**src/rtl/hub_decode_pkg.sv**
```systemverilog
// Package: register map, reset values, window geometry and decode targets
// of the host address decoder.
// Assumes a 32-bit classic Wishbone register port and 32-bit cycle addresses.
package hub_decode_pkg;

   ////////////////////////////////////////////////////////////////////////////
   // Register byte offsets
   localparam logic [7:0] FW_DECODE_EN_OFS = 8'h00;
   localparam logic [7:0] IO_SELECT_OFS = 8'h04;
   localparam logic [7:0] STORAGE_BASE_OFS = 8'h08;
   localparam logic [7:0] REDIRECT_BASE_OFS = 8'h0C;
   localparam logic [7:0] APIC_CTRL_OFS = 8'h10;
   localparam logic [7:0] BLOCK_SWAP_OFS = 8'h14;
   localparam logic [7:0] USB_BASE_OFS = 8'h18;
   localparam logic [7:0] OTG_MAIN_BASE_OFS = 8'h1C;
   localparam logic [7:0] OTG_AUX_BASE_OFS = 8'h20;
   localparam logic [7:0] AUDIO_BASE_OFS = 8'h24;
   localparam logic [7:0] NET_BASE_OFS = 8'h28;
   localparam logic [7:0] STATUS_OFS = 8'h2C;

   // Values after platform reset: every window with an enable disabled
   localparam logic [31:0] CFG_RESET = 32'h0000_0000;
   localparam logic [14:0] FW_DECODE_EN_MASK = 15'h7FCF;

   ////////////////////////////////////////////////////////////////////////////
   // Fixed-address windows
   localparam logic [15:0] LEGACY_E_SEG = 16'h000E;
   localparam logic [15:0] LEGACY_F_SEG = 16'h000F;
   localparam logic [11:0] APIC_PAGE_TOP = 12'hFEC;
   localparam logic [11:0] APIC_LAST_OFS = 12'h040;
   localparam logic [4:0] PORT_APIC_FIRST = 5'h02;
   localparam logic [7:0] FW_TOP_BYTE = 8'hFF;
   localparam logic [15:0] TIMER_PAGE = 16'hFED0;
   localparam logic [16:0] TRUSTED_PAGE = 17'h1FDA8;
   localparam logic [14:0] SWAP_PAGE = 15'h7FFF;
   localparam int unsigned OTG_AUX_BYTES = 24576;

   // Legacy peripheral positions, index selected by configuration
   localparam logic [15:0] SERIAL_POS [8] = '{16'h03F8, 16'h02F8, 16'h0220,
      16'h0228, 16'h0238, 16'h02E8, 16'h0338, 16'h03E8};
   localparam logic [15:0] PARALLEL_POS [3] = '{16'h0378, 16'h0278, 16'h03BC};
   localparam logic [15:0] FLOPPY_POS [2] = '{16'h03F0, 16'h0370};

   ////////////////////////////////////////////////////////////////////////////
   // Decode targets
   typedef enum logic [3:0] {
      TGT_ABORT = 4'h0,
      TGT_FW_BUS = 4'h1,
      TGT_LPC_PERIPH = 4'h2,
      TGT_STORAGE = 4'h3,
      TGT_REDIRECT = 4'h4,
      TGT_APIC = 4'h5,
      TGT_PORT_APIC = 4'h6,
      TGT_TIMER = 4'h7,
      TGT_TRUST_LPC = 4'h8,
      TGT_TRUST_SPI = 4'h9,
      TGT_USB = 4'hA,
      TGT_OTG = 4'hB,
      TGT_AUDIO = 4'hC,
      TGT_NET = 4'hD,
      TGT_UPSTREAM = 4'hE,
      TGT_PEER = 4'hF
   } target_e;

endpackage : hub_decode_pkg

```
**src/rtl/host_address_decoder.sv**
```systemverilog
// Top of the host address decoder: configuration registers on a classic
// Wishbone slave, and a one-stage routing pipeline for host and root-port
// cycles. Assumes cycles are presented on clk_i by logic of the same clock;
// the strap and the always-on-well reset arrive from pins.
//
// Local design decisions: the Wishbone slave port and the address map.
`timescale 1ns/1ps

module host_address_decoder #(
   parameter int unsigned NUM_PORTS = 12
) (
   input wire logic clk_i,
   input wire logic rst_i,
   input wire logic rtc_well_reset_n_i,
   input wire logic trusted_strap_i,
   // Wishbone register slave
   input wire logic wb_cyc_i,
   input wire logic wb_stb_i,
   input wire logic wb_we_i,
   input wire logic [7:0] wb_adr_i,
   input wire logic [3:0] wb_sel_i,
   input wire logic [31:0] wb_dat_i,
   output logic [31:0] wb_dat_o,
   output logic wb_ack_o,
   // Cycle to route
   input wire logic req_valid_i,
   input wire logic req_io_i,
   input wire logic req_from_port_i,
   input wire logic req_bridge_hit_i,
   input wire logic [31:0] req_addr_i,
   // Routing decision
   output logic dec_valid_o,
   output hub_decode_pkg::target_e dec_target_o,
   output logic [3:0] dec_port_o,
   output logic [31:0] dec_addr_o,
   output logic dec_abort_o
);
   import hub_decode_pkg::*;

   ////////////////////////////////////////////////////////////////////////////
   // Configuration state
   logic [14:0] fw_en_q;
   logic [31:0] io_select_q;
   logic [31:0] storage_base_q;
   logic [31:0] redirect_base_q;
   logic [31:0] apic_ctrl_q;
   logic swap_en_q;
   logic [31:0] usb_base_q;
   logic [31:0] otg_main_base_q;
   logic [31:0] otg_aux_base_q;
   logic [31:0] audio_base_q;
   logic [31:0] net_base_q;
   logic [15:0] abort_count_q;
   logic [3:0] last_target_q;

   logic rtc_sync1_q;
   logic rtc_sync2_q;
   logic strap_sync1_q;
   logic strap_sync2_q;
   logic trusted_spi_q;

   logic wr_en;
   logic rd_en;
   logic [31:0] byte_mask;
   logic [31:0] rd_data;

   logic io_hit;
   target_e io_target;
   logic mem_hit;
   target_e mem_target;
   logic [3:0] mem_port;
   target_e route_d;
   logic [31:0] addr_d;

   ////////////////////////////////////////////////////////////////////////////
   // Pin synchronisers; only the second stage is read by logic
   always_ff @(posedge clk_i) begin
      rtc_sync1_q <= rtc_well_reset_n_i;
      rtc_sync2_q <= rtc_sync1_q;
      strap_sync1_q <= trusted_strap_i;
      strap_sync2_q <= strap_sync1_q;
   end

   // Strap is sampled while platform reset is held, then frozen
   always_ff @(posedge clk_i) begin
      if (rst_i) begin
         trusted_spi_q <= strap_sync2_q;
      end
   end

   ////////////////////////////////////////////////////////////////////////////
   // Wishbone slave: single-cycle answer, ack drops the cycle after
   assign wr_en = wb_cyc_i && wb_stb_i && wb_we_i && !wb_ack_o;
   assign rd_en = wb_cyc_i && wb_stb_i && !wb_we_i && !wb_ack_o;
   assign byte_mask = {{8{wb_sel_i[3]}}, {8{wb_sel_i[2]}}, {8{wb_sel_i[1]}},
      {8{wb_sel_i[0]}}};

   // Acknowledge every addressed cycle, mapped or not
   always_ff @(posedge clk_i) begin
      if (rst_i) begin
         wb_ack_o <= 1'b0;
      end else begin
         wb_ack_o <= wb_cyc_i && wb_stb_i && !wb_ack_o;
      end
   end

   // Firmware decode enables; bits 4 and 5 do not exist
   always_ff @(posedge clk_i) begin
      if (rst_i) begin
         fw_en_q <= CFG_RESET[14:0];
      end else if (wr_en && wb_adr_i == FW_DECODE_EN_OFS) begin
         fw_en_q <= (fw_en_q & ~byte_mask[14:0]) |
            (wb_dat_i[14:0] & byte_mask[14:0] & FW_DECODE_EN_MASK);
      end
   end

   // Relocatable I/O windows: bases anywhere in the 64K space
   always_ff @(posedge clk_i) begin
      if (rst_i) begin
         io_select_q <= CFG_RESET;
         storage_base_q <= CFG_RESET;
         redirect_base_q <= CFG_RESET;
      end else if (wr_en) begin
         case (wb_adr_i)
            IO_SELECT_OFS: begin
               io_select_q <= (io_select_q & ~byte_mask) | (wb_dat_i & byte_mask);
            end
            STORAGE_BASE_OFS: begin
               storage_base_q <= (storage_base_q & ~byte_mask) | (wb_dat_i & byte_mask);
            end
            REDIRECT_BASE_OFS: begin
               redirect_base_q <= (redirect_base_q & ~byte_mask) | (wb_dat_i & byte_mask);
            end
            default: begin
            end
         endcase
      end
   end

   // Memory window controls and function base registers
   always_ff @(posedge clk_i) begin
      if (rst_i) begin
         apic_ctrl_q <= CFG_RESET;
         usb_base_q <= CFG_RESET;
         otg_main_base_q <= CFG_RESET;
         otg_aux_base_q <= CFG_RESET;
         audio_base_q <= CFG_RESET;
         net_base_q <= CFG_RESET;
      end else if (wr_en) begin
         case (wb_adr_i)
            APIC_CTRL_OFS: begin
               apic_ctrl_q <= (apic_ctrl_q & ~byte_mask) | (wb_dat_i & byte_mask);
            end
            USB_BASE_OFS: begin
               usb_base_q <= (usb_base_q & ~byte_mask) | (wb_dat_i & byte_mask);
            end
            OTG_MAIN_BASE_OFS: begin
               otg_main_base_q <= (otg_main_base_q & ~byte_mask) | (wb_dat_i & byte_mask);
            end
            OTG_AUX_BASE_OFS: begin
               otg_aux_base_q <= (otg_aux_base_q & ~byte_mask) | (wb_dat_i & byte_mask);
            end
            AUDIO_BASE_OFS: begin
               audio_base_q <= (audio_base_q & ~byte_mask) | (wb_dat_i & byte_mask);
            end
            NET_BASE_OFS: begin
               net_base_q <= (net_base_q & ~byte_mask) | (wb_dat_i & byte_mask);
            end
            default: begin
            end
         endcase
      end
   end

   // Swap bit lives in the always-on well: platform reset leaves it alone
   always_ff @(posedge clk_i) begin
      if (!rtc_sync2_q) begin
         swap_en_q <= 1'b0;
      end else if (wr_en && wb_adr_i == BLOCK_SWAP_OFS && wb_sel_i[0]) begin
         swap_en_q <= wb_dat_i[0];
      end
   end

   // Read mux; unmapped offsets read zero
   always_comb begin
      rd_data = 32'h0000_0000;
      case (wb_adr_i)
         FW_DECODE_EN_OFS: rd_data = {17'h0_0000, fw_en_q};
         IO_SELECT_OFS: rd_data = io_select_q;
         STORAGE_BASE_OFS: rd_data = storage_base_q;
         REDIRECT_BASE_OFS: rd_data = redirect_base_q;
         APIC_CTRL_OFS: rd_data = apic_ctrl_q;
         BLOCK_SWAP_OFS: rd_data = {31'h0000_0000, swap_en_q};
         USB_BASE_OFS: rd_data = usb_base_q;
         OTG_MAIN_BASE_OFS: rd_data = otg_main_base_q;
         OTG_AUX_BASE_OFS: rd_data = otg_aux_base_q;
         AUDIO_BASE_OFS: rd_data = audio_base_q;
         NET_BASE_OFS: rd_data = net_base_q;
         STATUS_OFS: rd_data = {abort_count_q, 7'h00, trusted_spi_q, 4'h0, last_target_q};
         default: rd_data = 32'h0000_0000;
      endcase
   end

   always_ff @(posedge clk_i) begin
      if (rst_i) begin
         wb_dat_o <= 32'h0000_0000;
      end else if (rd_en) begin
         wb_dat_o <= rd_data;
      end
   end

   ////////////////////////////////////////////////////////////////////////////
   // Window decoders; overlaps are not checked and resolve by priority
   io_window_decode u_io_decode (
      .addr_i(req_addr_i[15:0]),
      .io_select_i(io_select_q),
      .storage_base_i(storage_base_q),
      .redirect_base_i(redirect_base_q),
      .hit_o(io_hit),
      .target_o(io_target)
   );

   mem_window_decode u_mem_decode (
      .addr_i(req_addr_i),
      .fw_en_i(fw_en_q),
      .apic_ctrl_i(apic_ctrl_q),
      .trusted_spi_i(trusted_spi_q),
      .usb_base_i(usb_base_q),
      .otg_main_base_i(otg_main_base_q),
      .otg_aux_base_i(otg_aux_base_q),
      .audio_base_i(audio_base_q),
      .hit_o(mem_hit),
      .target_o(mem_target),
      .port_o(mem_port)
   );

   // Pick exactly one target from source, space and address
   always_comb begin
      route_d = TGT_ABORT;
      if (req_from_port_i) begin
         if (req_bridge_hit_i) begin
            route_d = TGT_PEER;
         end else if (net_base_q[0] && req_addr_i[31:17] == net_base_q[31:17]) begin
            route_d = TGT_NET;
         end else begin
            route_d = TGT_UPSTREAM;
         end
      end else if (req_io_i) begin
         route_d = io_hit ? io_target : TGT_ABORT;
      end else begin
         route_d = mem_hit ? mem_target : TGT_ABORT;
      end
   end

   // Block swap flips A16 for the top two 64KB firmware blocks only
   always_comb begin
      addr_d = req_addr_i;
      if (swap_en_q && route_d == TGT_FW_BUS && req_addr_i[31:17] == SWAP_PAGE) begin
         addr_d[16] = ~req_addr_i[16];
      end
   end

   ////////////////////////////////////////////////////////////////////////////
   // Decision register: one fixed cycle of latency, accepted every cycle
   always_ff @(posedge clk_i) begin
      if (rst_i) begin
         dec_valid_o <= 1'b0;
         dec_target_o <= TGT_ABORT;
         dec_port_o <= 4'h0;
         dec_addr_o <= 32'h0000_0000;
         dec_abort_o <= 1'b0;
      end else begin
         dec_valid_o <= req_valid_i;
         dec_target_o <= route_d;
         dec_port_o <= (route_d == TGT_PORT_APIC && mem_port < NUM_PORTS) ? mem_port : 4'h0;
         dec_addr_o <= addr_d;
         dec_abort_o <= req_valid_i && route_d == TGT_ABORT;
      end
   end

   // Status: last target and a saturating abort count
   always_ff @(posedge clk_i) begin
      if (rst_i) begin
         abort_count_q <= 16'h0000;
         last_target_q <= 4'h0;
      end else if (req_valid_i) begin
         last_target_q <= route_d;
         if (route_d == TGT_ABORT && abort_count_q != 16'hFFFF) begin
            abort_count_q <= abort_count_q + 16'h0001;
         end
      end
   end

endmodule : host_address_decoder

```
**src/rtl/io_window_decode.sv**
```systemverilog
// Combinational decode of the relocatable I/O windows.
// Assumes registered configuration from the top level; no overlap checking.
`timescale 1ns/1ps
module io_window_decode (
   input wire logic [15:0] addr_i,
   input wire logic [31:0] io_select_i,
   input wire logic [31:0] storage_base_i,
   input wire logic [31:0] redirect_base_i,
   output logic hit_o,
   output hub_decode_pkg::target_e target_o
);
   import hub_decode_pkg::*;

   logic ser1_hit;
   logic ser2_hit;
   logic par_hit;
   logic fdd_hit;

   // Eight-byte legacy windows, each at one of its selectable positions
   assign ser1_hit = io_select_i[16] && addr_i[15:3] == SERIAL_POS[io_select_i[2:0]][15:3];
   assign ser2_hit = io_select_i[17] && addr_i[15:3] == SERIAL_POS[io_select_i[6:4]][15:3];
   // Offset compare: one parallel position is not 8-byte aligned
   assign par_hit = io_select_i[18] && io_select_i[9:8] != 2'h3 &&
      addr_i - PARALLEL_POS[io_select_i[9:8]] < 16'h0008;
   assign fdd_hit = io_select_i[19] && addr_i[15:3] == FLOPPY_POS[io_select_i[12]][15:3];

   // First match wins; overlapping setups route by this fixed priority
   always_comb begin
      hit_o = 1'b1;
      target_o = TGT_ABORT;
      if (ser1_hit || ser2_hit || par_hit || fdd_hit) begin
         target_o = TGT_LPC_PERIPH;
      end else if (storage_base_i[0] && addr_i[15:4] == storage_base_i[15:4]) begin
         target_o = TGT_STORAGE;
      end else if (redirect_base_i[0] && addr_i[15:3] == redirect_base_i[15:3]) begin
         target_o = TGT_REDIRECT;
      end else begin
         hit_o = 1'b0;
      end
   end

endmodule : io_window_decode

```
**src/rtl/mem_window_decode.sv**
```systemverilog
// Combinational decode of host memory cycles to internal targets.
// Assumes registered configuration; a miss is reported, the top aborts it.
`timescale 1ns/1ps
module mem_window_decode (
   input wire logic [31:0] addr_i,
   input wire logic [14:0] fw_en_i,
   input wire logic [31:0] apic_ctrl_i,
   input wire logic trusted_spi_i,
   input wire logic [31:0] usb_base_i,
   input wire logic [31:0] otg_main_base_i,
   input wire logic [31:0] otg_aux_base_i,
   input wire logic [31:0] audio_base_i,
   output logic hit_o,
   output hub_decode_pkg::target_e target_o,
   output logic [3:0] port_o
);
   import hub_decode_pkg::*;

   logic fw_hit;
   logic [4:0] port_slot;
   logic [31:0] aux_ofs;

   assign port_slot = addr_i[19:15] - PORT_APIC_FIRST;
   assign aux_ofs = addr_i - {otg_aux_base_i[31:13], 13'h0000};

   // Firmware windows: legacy segments, 512KB pairs, fixed top, 1MB pairs
   always_comb begin
      fw_hit = 1'b0;
      if (addr_i[31:16] == LEGACY_E_SEG) begin
         fw_hit = fw_en_i[6];
      end else if (addr_i[31:16] == LEGACY_F_SEG) begin
         fw_hit = fw_en_i[7];
      end else if (addr_i[31:24] == FW_TOP_BYTE && addr_i[23]) begin
         // Upper and lower aliases share one enable per 512KB slot for slots 0 to 6; slot 7 always hits
         fw_hit = addr_i[21:19] == 3'h7 || fw_en_i[{1'b1, addr_i[21:19]}];
      end else if (addr_i[31:24] == FW_TOP_BYTE) begin
         fw_hit = fw_en_i[addr_i[21:20]];
      end
   end

   // One target per cycle, fixed priority
   always_comb begin
      hit_o = 1'b1;
      target_o = TGT_ABORT;
      port_o = 4'h0;
      if (fw_hit) begin
         target_o = TGT_FW_BUS;
      end else if (apic_ctrl_i[8] && addr_i[31:20] == APIC_PAGE_TOP &&
            addr_i[19:12] == apic_ctrl_i[7:0] && addr_i[11:0] <= APIC_LAST_OFS) begin
         target_o = TGT_APIC;
      end else if (addr_i[31:20] == APIC_PAGE_TOP && port_slot < 5'd12 &&
            apic_ctrl_i[16 + port_slot[3:0]]) begin
         target_o = TGT_PORT_APIC;
         port_o = port_slot[3:0];
      end else if (apic_ctrl_i[28] && addr_i[31:16] == TIMER_PAGE &&
            addr_i[15:14] == 2'h0 && addr_i[13:12] == apic_ctrl_i[30:29] &&
            addr_i[11:10] == 2'h0) begin
         target_o = TGT_TIMER;
      end else if (addr_i[31:15] == TRUSTED_PAGE) begin
         target_o = trusted_spi_i ? TGT_TRUST_SPI : TGT_TRUST_LPC;
      end else if (usb_base_i[0] && addr_i[31:16] == usb_base_i[31:16]) begin
         target_o = TGT_USB;
      end else if (otg_main_base_i[0] && addr_i[31:21] == otg_main_base_i[31:21]) begin
         target_o = TGT_OTG;
      end else if (otg_aux_base_i[0] && aux_ofs < OTG_AUX_BYTES) begin
         target_o = TGT_OTG;
      end else if (audio_base_i[0] && addr_i[31:14] == audio_base_i[31:14]) begin
         target_o = TGT_AUDIO;
      end else begin
         hit_o = 1'b0;
      end
   end

endmodule : mem_window_decode

```
**config.mk**
```make
export PLATFORM = sky130hd
export DESIGN_NAME = host_address_decoder
export DESIGN_NICKNAME = d
export VERILOG_FILES = /design/src/rtl/hub_decode_pkg.sv /design/src/rtl/host_address_decoder.sv /design/src/rtl/io_window_decode.sv /design/src/rtl/mem_window_decode.sv
export SDC_FILE = /design/constraint.sdc
export NUM_CORES = 1
export LEC_CHECK = 0
export ABC_AREA = 1
export BUFFER_PORTS_ARGS = -buffer_cell sky130_fd_sc_hd__buf_2
export CAP_MARGIN = 30
export CORE_MARGIN = 2
export CORE_UTILIZATION = 55
export CTS_CLUSTER_DIAMETER = 200
export DETAILED_ROUTE_END_ITERATION = 6
export PLACE_DENSITY = 0.71
export SYNTH_ARGS = -nofsm -noshare
export SYNTH_HDL_FRONTEND = slang
export SYNTH_SLANG_ARGS = --single-unit
```
**constraint.sdc**
```tcl
create_clock -name clk_i -period 10 [get_ports clk_i]
set_input_delay 2 -clock clk_i [delete_from_list [all_inputs] [get_ports clk_i]]
set_output_delay 2 -clock clk_i [all_outputs]
set_load 0.01 [all_outputs]
```
==> summary.md <==
| Metric | Value |
|---|---|
| Status | finished, final reports clean |
| Net switching power figure | 917 uW |
| Total gr overflow | 0 |
| CP max FO | 15 |
| Max Root-Sink Buffers | 3 |
| Slew Limit Headroom | roughly 30% |
| Total track usage | 41.3% |
| Setup ws final | a little under 5 ns |
| Power Dens Cells | around 160 nW/um^2 |
| Final Max Slew Viols | 0 |
| Synth Area in Simple Gates | a little under a quarter |
| Post-synthesis mux area share | 0% |
| Number of synthesized register bits | 404 |
| Drt wl/cell | between 20 and 25 um |
| Syn-to-layout area delta | 11.9% |
| Post-CTS setup buffers | 0 |
| Main combinational cell family by area after synthesis | simple AND/OR/NAND/NOR gates |
| FFs w/ async S/R, synth | 0% |
| Row count | 70 |
| Critical path class | in -> reg |
| CTS tree | done |
| Share of total power in sequential cells | about 45% |
| H-tree Lvls | 2 |
| Clk pwr share | a little under half |
| Cell Int Power | approximately 2700 uW |
| Synthesized-area fraction occupied by adder cells | around 2.0% |
| DP HPWL | 60.0 mm |
| Worst hold path class | reg -> reg |
| Most frequent cells in the layout | dfxtp_1, nand2_1, nor2_1 |
| Worst VDD drop | 174 uV |
| DP Worst Slack | around 4.4 ns |
| # DRC | 0 |
| Routed wire length | between 80 and 90 mm |
| Least-Margin Pin Slew | around 1.1 ns |
| Post-route minimum period | 5.09 ns |
| Sw frac | between 20% and 30% |
| Starting density of the core | 56.1% |
| Final nets | between 3000 and 4000 |
| Post-Route Setup TNS | 0 ns |
| Via/cell ratio | 6.25 |
| DRT iter0 DRCs | a little over 3000 |
| Final non-filler cell total | roughly 3500 |
| Hold_buf cts | 0 |
| Register area share after synthesis | approximately two fifths |
| Worst path required time | approximately 10 ns |
| Initial antenna violation count | 7 |
| Layout cell share with drive strength beyond 1 | 10.8% |
| # clock sinks | 404 |
| Syn nets | 3071 |
| Post-Place Cells | between 3000 and 4000 |
| Core area | between 30000 and 40000 um^2 |
| First-pass GRT wire length | roughly 120 mm |
| Skew final | 0.0303 ns |
| CP endpoint kind | flip-flop |
| Synth Area in Compound Gates | between 20 and 25% |
| Yosys cell types | 59 |
| Leakage | about 0.009 uW |
| Max frequency | a little under 0.2 GHz |
| Cells after synthesis | just under 3000 |
| Most common cell after layout, fill and taps aside | dfxtp_1 |
| Startpoint type of the worst setup path | primary input |
| DR vias | around 22000 |
| Comb pwr share | ~7.7% |
| Arr. time, crit path | roughly 5.5 ns |
| PortBufs | between 150 and 200 |
| Clock slew at reported path FFs | approximately 0.06 ns |
| Worst-skew pair later-pin latency | 0.61 ns |
| Tcrit/Tclk final | between 50% and 60% |
| Vias in the first global route | 20300 |
| Avg Synthesized Cell Area | roughly 7.0 um^2 |
| Final Hold Viols | 0 |
| DIE AREA | ~40000 um^2 |
| I/O pin cnt | approximately 160 |
| Endpoints failing setup | 0 |
| Die Ht | approximately 200 um |
| Ys flop type | dfxtp_1 |
| Final core utilization | a little over three fifths |
| Post-synth EDFFs | 1 |
| Drt first pass iters | 7 |
| Root buffer cell | clkbuf_16 |
| Post-synthesis xor/xnor area fraction | under 10% |
| Die X-Extent | roughly 200 um |
| Post-Syn Area | roughly 20000 um^2 |
| Post-CTS resize count | 0 |
| Largest net degree at the start of global routing | 147 |
| Max-Cap Viols | 0 |
| RSZ-0062 raised after global routing | false |
| GPL Wtd Cong | approximately 1.1 |
| TritonCTS Buffers | 43 |
| Yosys Warn Count | 0 |
| Antenna Nets Post-Route | 0 |
==> worst paths after layout <==
path / startpoint / endpoint / slack (ns) / cells after the start
worst max-delay path: req_addr_i[14] / abort_count_q[2] / 4.91 / 25
worst min-delay path: strap_sync1_q / strap_sync2_q / 0.33 / 0
worst max register to register: flip-flop / abort_count_q[2] / 6.28 / 18
worst min register to register: strap_sync1_q / strap_sync2_q / 0.33 / 0
==> metrics by stage <==
step,hold slack (ns),total power [uW],cell area [um^2]
after CTS,0.329,3630,23000
after detailed placement,0.315,1930,21500
final,0.331,3640,23000
after global placement,0.318,1930,21500
after global routing,0.345,3720,23000
after floorplan,0.310,1830,20600
==> cells by family after synthesis <==
| family | after synthesis |
|---|---|
| compound gates | 826 |
| xor+xnor | 61 |
| fa+ha+maj | 32 |
| buf+inv | 540 |
| flops | 404 |
| simple gates | 1089 |
==> worst max-delay path, stage by stage <==
cell	delay, ns
buf_2	0.27
clkinv_1	0.36
fa_1	0.58
inv_1	0.10
nand2_1	0.05
nand2_1	0.10
nand3_1	0.11
nand2_2	0.12
nand3_1	0.09
nand2_1	0.07
nand2_1	0.06
nand2_1	0.06
nor2_1	0.04
nand2_1	0.06
nor2_2	0.04
nand2_2	0.10
nand3_1	0.12
nand2_1	0.11
a21oi_1	0.06
nand2_1	0.07
nand2_2	0.07
a21oi_1	0.22
nand3_2	0.41
nand2_1	0.18
a21oi_1	0.08
==> layout make-up <==
type	instances	area, um^2
Timing Repair Buffer	180	967
Tap cell	468	586
Antenna cell	1	2.50
Fill cell	3409	13700
Sequential cell	404	8100
Multi-Input combinational cell	2008	10400
Clock inverter	18	314
Clock buffer	58	1200
Inverter	383	1440
==> Yosys cell counts (all sizes together), types with 8 or more instances <==
cell type,instances,area [um^2]
a21oi,328,1690
a221oi,58,508
buf,37,184
clkbuf,120,453
clkinv,10,37.5
dfxtp,403,8070
ha,31,388
inv,373,1400
nand2,426,1690
nand3,133,681
nand3b,8,60.1
nand4,59,382
nor2,380,1470
nor3,45,235
nor4,30,209
o2111ai,10,87.6
o211ai,8,65.1
o21ai,312,1560
o22ai,76,475
o31ai,12,90.1
xnor2,14,123
xor2,47,419
==> routing by layer <==
metal | part of all wire, % | global-route usage [%] | wire length (um) | up-vias
met5 | 0.080 | 0 | 65 | -
met1 | 41 | 56.8 | 33200 | 10200
met2 | 42 | 60.7 | 33900 | 1448
li1 | - | - | - | 10100
met4 | 4.2 | 17.5 | 3390 | 10
met3 | 14 | 11.4 | 11100 | 237
==> power by group through the flow <==
stage | logic [uW] | clock network (uW) | registers, uW
floorplan | 166 | 0 | 1660
global placement | 267 | 0 | 1660
detailed placement | 270 | 0 | 1660
CTS | 271 | 1730 | 1630
global route | 302 | 1800 | 1630
finish | 281 | 1740 | 1630
No activity file was read; power rests on OpenSTA's default activity.
